File: config.mk
export PLATFORM = sky130hd
export DESIGN_NAME = sdc_device_flat
export DESIGN_NICKNAME = d
export VERILOG_FILES = /design/src/hw/sdc_pkg.sv /design/src/hw/sdc_link_if.sv /design/src/hw/sdc_pin_sync.sv /design/src/hw/sdc_device.sv /design/src/flat_wrapper.sv
export SDC_FILE = /design/constraint.sdc
export NUM_CORES = 1
export LEC_CHECK = 0
export ABC_AREA = 1
export BUFFER_PORTS_ARGS = -buffer_cell sky130_fd_sc_hd__buf_2
export CAP_MARGIN = 20
export CORE_MARGIN = 2
export CORE_UTILIZATION = 40
export DETAILED_ROUTE_END_ITERATION = 16
export PLACE_DENSITY = 0.59
export SYNTH_ARGS = -nofsm -noshare
export SYNTH_HDL_FRONTEND = slang
export SYNTH_SLANG_ARGS = --single-unit
File: constraint.sdc
create_clock -name clk_sys -period 1.8 [get_ports clk_sys]
set_input_delay 0.45 -clock clk_sys [delete_from_list [all_inputs] [get_ports clk_sys]]
set_output_delay 0.45 -clock clk_sys [all_outputs]
set_load 0.02 [all_outputs]
File: src/hw/sdc_pkg.sv
// Shared constants of the synthesizer configuration bank and its controller
package sdc_pkg;
   // Serial word layout
   localparam int WORD_W = 32;
   localparam int SEL_LSB = 0;
   localparam int SEL_W = 3;
   localparam logic [2:0] SEL_INT_FRAC = 3'h0;
   localparam logic [2:0] SEL_PHASE_MOD = 3'h1;
   localparam logic [2:0] SEL_REF_PIN = 3'h2;
   // Integer and fraction divider word
   localparam int INT_LSB = 15;
   localparam int INT_W = 16;
   localparam int FRAC_LSB = 3;
   localparam int FRAC_W = 12;
   localparam logic [15:0] INT_RST = 16'h0064;
   localparam logic [11:0] FRAC_RST = 12'h000;
   // Phase, modulus and band-hold word
   localparam int HOLD_POS = 28;
   localparam int PHASE_LSB = 15;
   localparam int PHASE_W = 12;
   localparam int MOD_LSB = 3;
   localparam int MOD_W = 12;
   localparam logic HOLD_RST = 1'b0;
   localparam logic [11:0] PHASE_RST = 12'h001;
   localparam logic [11:0] MOD_RST = 12'h002;
   localparam logic [11:0] MOD_MIN = 12'h002;
   // Reference, test pin and noise word
   localparam int NOISE_LSB = 29;
   localparam int PIN_LSB = 26;
   localparam int DOUB_POS = 25;
   localparam int HALF_POS = 24;
   localparam int RDIV_LSB = 14;
   localparam int RDIV_W = 10;
   localparam int STAGED_POS = 13;
   localparam logic [1:0] NOISE_RST = 2'h0;
   localparam logic [1:0] NOISE_LOW_SPUR = 2'h3;
   localparam logic [2:0] PIN_RST = 3'h0;
   localparam logic [9:0] RDIV_RST = 10'h001;
   // Test pin source codes
   localparam logic [2:0] PIN_HIZ = 3'h0;
   localparam logic [2:0] PIN_SUPPLY = 3'h1;
   localparam logic [2:0] PIN_GROUND_LEVEL = 3'h2;
   localparam logic [2:0] PIN_REF_CNT = 3'h3;
   localparam logic [2:0] PIN_FB_CNT = 3'h4;
   localparam logic [2:0] PIN_LOCK = 3'h6;
   localparam logic [2:0] PIN_READBACK = 3'h7;
   // Timing
   localparam int CLK_PERIOD_NS = 20;
   localparam int SCLK_HALF_NS = 25;
   localparam int CS_SETUP_NS = 10;
   localparam int CS_GAP_NS = 20;
   localparam int SCLK_HALF_CYC =
      (SCLK_HALF_NS + CLK_PERIOD_NS - 1) / CLK_PERIOD_NS;
   localparam int CS_SETUP_CYC =
      (CS_SETUP_NS + CLK_PERIOD_NS - 1) / CLK_PERIOD_NS;
   localparam int CS_GAP_CYC = (CS_GAP_NS + CLK_PERIOD_NS - 1) / CLK_PERIOD_NS;
   // Controller register map
   localparam logic [3:0] HOST_DATA = 4'h0;
   localparam logic [3:0] HOST_CTRL = 4'h4;
   localparam logic [3:0] HOST_STATUS = 4'h8;
   localparam int CTRL_GO = 0;
   localparam int CTRL_CLEAR = 1;
   localparam int ST_BUSY = 0;
   localparam int ST_REFUSED = 1;
   localparam int ST_SENT = 2;
   localparam int ST_PIN = 3;
endpackage : sdc_pkg

File: src/hw/sdc_link_if.sv
// Serial link and test pin between controller and configuration bank
`timescale 1ns/100ps
interface sdc_link_if;
   logic sclk;
   logic cs_n;
   logic sdi;
   logic pin_out;
   logic pin_oe;
   modport device (input sclk, input cs_n, input sdi,
      output pin_out, output pin_oe);
   modport host (output sclk, output cs_n, output sdi,
      input pin_out, input pin_oe);
endinterface : sdc_link_if

File: src/hw/sdc_pin_sync.sv
// Three-stage pin synchroniser; a level counts once stages two and three agree
`timescale 1ns/100ps
module sdc_pin_sync
   import sdc_pkg::*;
#(
   parameter int W = 1,
   parameter logic [W-1:0] RST = '0
)(
   // Clock and control
   input wire logic clk_sys,
   input wire logic rst_n,
   input wire logic ce,
   // Pin side
   input wire logic [W-1:0] d,
   // Filtered level
   output logic [W-1:0] q
);
   logic [W-1:0] s1;
   logic [W-1:0] s2;
   logic [W-1:0] s3;
   wire [W-1:0] next_q = (s2 & s3) | (q & (s2 ^ s3));

   always_ff @(posedge clk_sys)
   begin
      if (!rst_n)
      begin
         s1 <= RST;
         s2 <= RST;
         s3 <= RST;
         q <= RST;
      end
      else if (ce)
      begin
         s1 <= d;
         s2 <= s1;
         s3 <= s2;
         q <= next_q;
      end
   end
endmodule : sdc_pin_sync

File: src/hw/sdc_device.sv
// Configuration register bank of the synthesizer, loaded over the serial link
// How it works
// - Select 000 loads integer and fraction divider
// - Select 001 loads hold, phase, modulus
// - Hold clear: band selection after divider write
// - Hold set: no band selection, keep band
// - Phase at D26:D15, modulus at D14:D3
// - Width select low: plain 12-bit values
// - Controller never writes modulus below two
// - Noise field: 00 low noise, 11 dither
// - Pin: 000 open, 001 high, 010 low
// - Pin: counters, lock detect, readback; 101 reserved
// - D25 enables reference doubler
// - D24 enables reference halver
// - Reference divider 1..1023, default one, never zero
// - Noise D30:D29, pin D28:D26, divider D23:D14
// - Select 010 loads reference and pin word
// - D13 enables staged output divider update
// - Whole 32-bit word, MSB first, select held
//
// Decided for this implementation: the placing of the registers and the address-and-strobe port.
`timescale 1ns/100ps
module sdc_device
   import sdc_pkg::*;
(
   // Clock and control
   input wire logic clk_sys,
   input wire logic rst_n,
   input wire logic ce,
   // Serial link and test pin
   sdc_link_if.device link,
   // Sources for the test pin
   input wire logic ref_count_in,
   input wire logic fb_count_in,
   input wire logic lock_detect_in,
   input wire logic readback_in,
   // Fraction width select from the extended register
   input wire logic fraction_width_select,
   // Divider settings
   output logic [INT_W-1:0] int_value,
   output logic [FRAC_W-1:0] frac_value,
   output logic band_hold,
   output logic band_select_start,
   output logic [15:0] phase_value,
   output logic [MOD_W-1:0] mod_value,
   // Reference and noise settings
   output logic [1:0] noise_shaping_select,
   output logic dither_enable,
   output logic [2:0] test_pin_source,
   output logic reference_doubler_enable,
   output logic reference_halver_enable,
   output logic [RDIV_W-1:0] ref_divider,
   output logic staged_update_enable
);
   logic sclk_q;
   logic cs_n_q;
   logic sdi_q;
   logic sclk_prev;
   logic cs_n_prev;
   logic [WORD_W-1:0] shift;
   logic [5:0] bit_count;
   logic [PHASE_W-1:0] phase_code;
   logic pin_out;
   logic pin_oe;

   sdc_pin_sync #(.W(3), .RST(3'h2)) u_sync (
      .clk_sys(clk_sys),
      .rst_n(rst_n),
      .ce(ce),
      .d({link.sclk, link.cs_n, link.sdi}),
      .q({sclk_q, cs_n_q, sdi_q})
   );

   // Shift on sclk rise while selected; act only on a whole word
   wire sclk_rise = sclk_q && !sclk_prev;
   wire cs_rise = cs_n_q && !cs_n_prev;
   wire shift_en = sclk_rise && !cs_n_q;
   // A short or long frame leaves every field as it was
   wire word_done = cs_rise && (bit_count == 6'd32);
   wire [2:0] sel = shift[SEL_LSB +: SEL_W];
   wire load_int = word_done && (sel == SEL_INT_FRAC);
   wire load_phase = word_done && (sel == SEL_PHASE_MOD);
   wire load_ref = word_done && (sel == SEL_REF_PIN);
   wire [5:0] next_bit_count = cs_n_q ? 6'd0 :
      (shift_en && bit_count != 6'd33) ? bit_count + 6'd1 : bit_count;

   // Test pin source selection
   logic next_pin_out;
   logic next_pin_oe;
   always_comb
   begin
      next_pin_out = 1'b0;
      next_pin_oe = 1'b1;
      unique case (test_pin_source)
         PIN_HIZ: next_pin_oe = 1'b0;
         PIN_SUPPLY: next_pin_out = 1'b1;
         PIN_GROUND_LEVEL: next_pin_out = 1'b0;
         PIN_REF_CNT: next_pin_out = ref_count_in;
         PIN_FB_CNT: next_pin_out = fb_count_in;
         PIN_LOCK: next_pin_out = lock_detect_in;
         PIN_READBACK: next_pin_out = readback_in;
         default: next_pin_oe = 1'b0;
      endcase
   end

   // Scaling acts on the output only; the stored code stays 12 bits
   wire [15:0] next_phase_value = fraction_width_select ?
      {phase_code, 4'h0} :
      {4'h0, phase_code};

   always_ff @(posedge clk_sys)
   begin
      if (!rst_n)
      begin
         sclk_prev <= 1'b0;
         cs_n_prev <= 1'b1;
         shift <= '0;
         bit_count <= 6'd0;
      end
      else if (ce)
      begin
         sclk_prev <= sclk_q;
         cs_n_prev <= cs_n_q;
         bit_count <= next_bit_count;
         if (shift_en)
            shift <= {shift[WORD_W-2:0], sdi_q};
      end
   end

   // Integer and fraction divider word
   always_ff @(posedge clk_sys)
   begin
      if (!rst_n)
      begin
         int_value <= INT_RST;
         frac_value <= FRAC_RST;
         band_select_start <= 1'b0;
      end
      else if (ce)
      begin
         band_select_start <= load_int && !band_hold;
         if (load_int)
         begin
            int_value <= shift[INT_LSB +: INT_W];
            frac_value <= shift[FRAC_LSB +: FRAC_W];
         end
      end
   end

   // Phase, modulus and band-hold word; reserved bits are dropped
   always_ff @(posedge clk_sys)
   begin
      if (!rst_n)
      begin
         band_hold <= HOLD_RST;
         phase_code <= PHASE_RST;
         mod_value <= MOD_RST;
         phase_value <= {4'h0, PHASE_RST};
      end
      else if (ce)
      begin
         phase_value <= next_phase_value;
         if (load_phase)
         begin
            band_hold <= shift[HOLD_POS];
            phase_code <= shift[PHASE_LSB +: PHASE_W];
            mod_value <= shift[MOD_LSB +: MOD_W];
         end
      end
   end

   // Reference, test pin and noise word
   always_ff @(posedge clk_sys)
   begin
      if (!rst_n)
      begin
         noise_shaping_select <= NOISE_RST;
         dither_enable <= 1'b0;
         test_pin_source <= PIN_RST;
         reference_doubler_enable <= 1'b0;
         reference_halver_enable <= 1'b0;
         ref_divider <= RDIV_RST;
         staged_update_enable <= 1'b0;
         pin_out <= 1'b0;
         pin_oe <= 1'b0;
      end
      else if (ce)
      begin
         pin_out <= next_pin_out;
         pin_oe <= next_pin_oe;
         // Reserved noise codes are kept as written; only 11 dithers
         dither_enable <= noise_shaping_select == NOISE_LOW_SPUR;
         if (load_ref)
         begin
            noise_shaping_select <= shift[NOISE_LSB +: 2];
            test_pin_source <= shift[PIN_LSB +: 3];
            reference_doubler_enable <= shift[DOUB_POS];
            reference_halver_enable <= shift[HALF_POS];
            ref_divider <= shift[RDIV_LSB +: RDIV_W];
            staged_update_enable <= shift[STAGED_POS];
         end
      end
   end

   assign link.pin_out = pin_out;
   assign link.pin_oe = pin_oe;
endmodule : sdc_device

File: src/flat_wrapper.sv
// flat-port wrapper written by rule: the top's interface ports become plain ports
module sdc_device_flat import sdc_pkg::*;
  (clk_sys, rst_n, ce, ref_count_in, fb_count_in, lock_detect_in, readback_in, fraction_width_select, int_value, frac_value, band_hold, band_select_start, phase_value, mod_value, noise_shaping_select, dither_enable, test_pin_source, reference_doubler_enable, reference_halver_enable, ref_divider, staged_update_enable, link_sclk, link_cs_n, link_sdi, link_pin_out, link_pin_oe);
  sdc_link_if link_i ();
  input wire logic clk_sys;
  input wire logic rst_n;
  input wire logic ce;
  input wire logic ref_count_in;
  input wire logic fb_count_in;
  input wire logic lock_detect_in;
  input wire logic readback_in;
  input wire logic fraction_width_select;
  output logic [INT_W-1:0] int_value;
  output logic [FRAC_W-1:0] frac_value;
  output logic band_hold;
  output logic band_select_start;
  output logic [15:0] phase_value;
  output logic [MOD_W-1:0] mod_value;
  output logic [1:0] noise_shaping_select;
  output logic dither_enable;
  output logic [2:0] test_pin_source;
  output logic reference_doubler_enable;
  output logic reference_halver_enable;
  output logic [RDIV_W-1:0] ref_divider;
  output logic staged_update_enable;
  input wire logic [$bits(link_i.sclk)-1:0] link_sclk;
  input wire logic [$bits(link_i.cs_n)-1:0] link_cs_n;
  input wire logic [$bits(link_i.sdi)-1:0] link_sdi;
  output wire logic [$bits(link_i.pin_out)-1:0] link_pin_out;
  output wire logic [$bits(link_i.pin_oe)-1:0] link_pin_oe;
  assign link_i.sclk = link_sclk;
  assign link_i.cs_n = link_cs_n;
  assign link_i.sdi = link_sdi;
  assign link_pin_out = link_i.pin_out;
  assign link_pin_oe = link_i.pin_oe;
  sdc_device u_core (.clk_sys(clk_sys), .rst_n(rst_n), .ce(ce), .link(link_i), .ref_count_in(ref_count_in), .fb_count_in(fb_count_in), .lock_detect_in(lock_detect_in), .readback_in(readback_in), .fraction_width_select(fraction_width_select), .int_value(int_value), .frac_value(frac_value), .band_hold(band_hold), .band_select_start(band_select_start), .phase_value(phase_value), .mod_value(mod_value), .noise_shaping_select(noise_shaping_select), .dither_enable(dither_enable), .test_pin_source(test_pin_source), .reference_doubler_enable(reference_doubler_enable), .reference_halver_enable(reference_halver_enable), .ref_divider(ref_divider), .staged_update_enable(staged_update_enable));
endmodule
==> impl_metrics.json <==
{
  "synth_seq_area_share_pct": 49.3,
  "grt_pass1_wl_mm": 22.5,
  "cpPeakStageDelay_ns": 0.35,
  "hold_viol": 0,
  "total_power_w": 0.00719,
  "pwr_density_cell_nw_per_um2": 1030,
  "cts_max_path_buffers": 2,
  "p_clk_share_pct": 51.2,
  "grt-ovfl-total": 0,
  "drive_gt1_share_pct": 16.6,
  "yosysUniqueCellTypes": 29,
  "viasPerCell": 4.95,
  "worstPathCellList": "inv_1 -> ha_1 -> nand3_2 -> nor2_8 -> nand2_2 -> buf_4 -> o21ai_0 -> nor2_1",
  "root_buffer": "clkbuf_16",
  "netlist.area_leader.share_pct": 49.3,
  "die_h_um": 124,
  "area_delta_synth_final_pct": 21.1,
  "hpwl_mm": 9.60,
  "synth_edf_count": 0,
  "tightest_slew_ns": 0.389,
  "wl_per_cell_um": 13.5,
  "grt_max_degree": 102,
  "internal-power_w": 0.00571,
  "post_cts_buffers": 0,
  "min_path_cells": 3,
  "synth-seq-cells": 142,
  "clkTransAtPathRegs_ns": 0.06,
  "swShare_pct": 20.5,
  "drc": 0,
  "numCtsBuffers": 17,
  "maxSlewViolCount": 0,
  "antenna_found_initial": 0,
  "synth-xor-area-share_pct": 0.152,
  "antennaDiodeCount": 0,
  "nets": 866,
  "maxSlewHeadroom_pct": 74.1,
  "grt_pass1_vias": 4609,
  "slowest_stage": "dfxtp_1",
  "row_count": 43,
  "top_level_ports": 90,
  "cts_tree": "done",
  "worst-path-buf-inv": 2,
  "multi_input_area_sq_um": 2340,
  "coreArea_sq_um": 14000,
  "h-tree-depth": 4,
  "power_frac_seq_pct": 44.7,
  "min_period_ns": 1.65,
  "netSwitchingPower_w": 0.00148,
  "clk_latency_ns": 0.42,
  "finalCritPeriodShare_pct": 91.9,
  "gp_congestion": 0.806,
  "ir_drop_mv": 0.593,
  "hp-class": "input port to flip-flop",
  "worstSetupPathType": "flip-flop to flip-flop",
  "required_ns": 2.10,
  "first_pass_iters": 5,
  "async_flop_share_pct": 0,
  "worst-path-max-fanout": 36,
  "regArea_sq_um": 2840,
  "synth_top_family_by_area": "simple AND/OR/NAND/NOR gates",
  "fin_hold_ws_ns": 0.248,
  "fmax_mhz": 605,
  "r2r.worst_path.cells": 8,
  "leakagePower_nw": 3.14,
  "yosys.area.top_type": "dfxtp_1",
  "netlist_area_sq_um": 5770,
  "drtAntennaViolNets": 0,
  "filler_cell_count": 1418,
  "status": "finished clean",
  "io_buffer_count": 89,
  "clock_skew_ns": 0.00981,
  "drt_iter0_drc": 477,
  "yosys.area_share.simple_pct": 26.8,
  "rsz0062_at_grt": "no",
  "yosys-top-cells-area": "dfxtp_1 (49%), nor2_1 (9.4%), nand2_1 (7.9%), o21ai_0 (5.7%), inv_1 (5.5%)",
  "start_util_pct": 41.2,
  "wirelength_mm": 14.1,
  "syn_nets": 794,
  "finalSetupTns_ns": 0,
  "synth_compound_area_share_pct": 12.1,
  "synth_ff_type": "dfxtp_1",
  "synthCells": 777,
  "cap_violations": 0,
  "synth_area_per_cell_sq_um": 7.42,
  "die_x_um": 124,
  "holdBufCountCts": 0,
  "finalSetupViolCount": 0,
  "cts.sinks": 142,
  "critical_path_arrival_ns": 1.96,
  "worst-path-stages": 8,
  "dr_total_vias": 5158,
  "synth_fa_ha_area_share_pct": 1.30,
  "start_kind": "flip-flop",
  "grt_usage_pct": 18.8,
  "post-route-util_pct": 49.9,
  "cp_top_family": "simple AND/OR/NAND/NOR gates",
  "yosys_warnings": 0,
  "endpoint_kind": "flip-flop",
  "ctsResizeCount": 0,
  "p_comb_share_pct": 4.2,
  "dieArea_sq_um": 15400,
  "synth.area.mux_share_pct": 0
}
[worst reg2reg max path, delay by kind of cell (launching register included)]
family / cells / cell delay (ns)
compound gates: 1 / 0.21
fa+ha+maj: 1 / 0.17
buf+inv: 2 / 0.33
flops: 1 / 0.35
simple gates: 4 / 0.48
[routing by layer]
metal	track usage, %	vias to the layer above	share of wire [%]
li1	-	2650	-
met1	25.1	2374	48
met2	29.3	112	46
met3	5.04	22	4.2
met4	6.67	0	1.7
met5	0	-	0
[layout by cell type (no fill, tap or decap)]
master / count
nor2_1: 145
dfxtp_1: 142
nand2_1: 122
buf_2: 88
inv_1: 85
o21ai_0: 66
a21oi_1: 53
nand4_1: 49
nand3_1: 26
clkbuf_16: 17
o211ai_1: 10
buf_4: 10
ha_1: 6
clkbuf_1: 6
buf_12: 5
o21ai_1: 4
bufinv_16: 4
clkinv_2: 3
clkbuf_8: 3
nor2_2: 2
nand2_2: 2
nand3_2: 2
clkinv_1: 2
nor2_4: 2
inv_2: 1
nor2_8: 1
nand3_4: 1
inv_4: 1
xor2_1: 1
o221ai_1: 1
or2_2: 1
nor3_1: 1
[synth_stat cells (4+ instances only)]
master / number
nor2_1: 145
nand2_1: 122
o211ai_1: 10
buf_2: 14
buf_1: 8
nand4_1: 49
clkbuf_1: 21
dfxtp_1: 142
o21ai_0: 66
inv_1: 85
a21oi_1: 53
ha_1: 6
nor2_2: 4
o21ai_1: 4
nand3_1: 26
buf_6: 6
[through the flow]
step                setup slack, ns  std cells  cell area [sq um]
floorplan                     0.364        777               5770
global placement              0.177       1010               6360
global route                0.00633       1042               6980
detailed placement            0.148       1010               6360
finish                        0.146       1042               6980
CTS                           0.125       1042               6980
[worst paths after layout]
path	startpoint	end	slack (ns)
worst max-delay path	u_core.bit_count[1]	u_core.reference_doubler_enable	0.15
worst min-delay path	link_cs_n	u_core.u_sync.s1[1]	0.25
worst min register to register	u_core.u_sync.s1[1]	u_core.u_sync.s1[1]	0.46
worst max register to register	u_core.bit_count[1]	u_core.reference_doubler_enable	0.15
[final cells by class]
cell class / count / share of cell area [%]
multi-input combinational: 495 / 33.5
clock buffer: 26 / 7.01
clock inverter: 6 / 1.86
timing repair buffer: 103 / 8.82
tap: 180 / 3.23
sequential: 142 / 40.7
inverter: 90 / 4.89
[state kept, by name, indices dropped and copies added, names as in the netlist, 6 cells and up]
register / flops
u_core.phase_value: 16
u_core.ref_divider: 10
u_core.bit_count: 6
u_core.int_value: 16
u_core.phase_code: 12
u_core.mod_value: 12
u_core.frac_value: 12
u_core.shift: 31
[kinds of logic (layout without fill, tap and decap cells)]
family	Yosys count	count (layout)
simple gates	354	354
compound gates	134	134
buf+inv	140	225
xor+xnor	1	1
flops	142	142
fa+ha+maj	6	6
[power groups by stage]
stage,registers (W),logic (W),clock network (W)
floorplan,0.00330,0.000180,0
global placement,0.00328,0.000299,0
detailed placement,0.00328,0.000301,0
CTS,0.00321,0.000303,0.00376
global route,0.00321,0.000339,0.00390
finish,0.00321,0.000299,0.00368
Note: power is estimated with default switching activity, not from simulation.
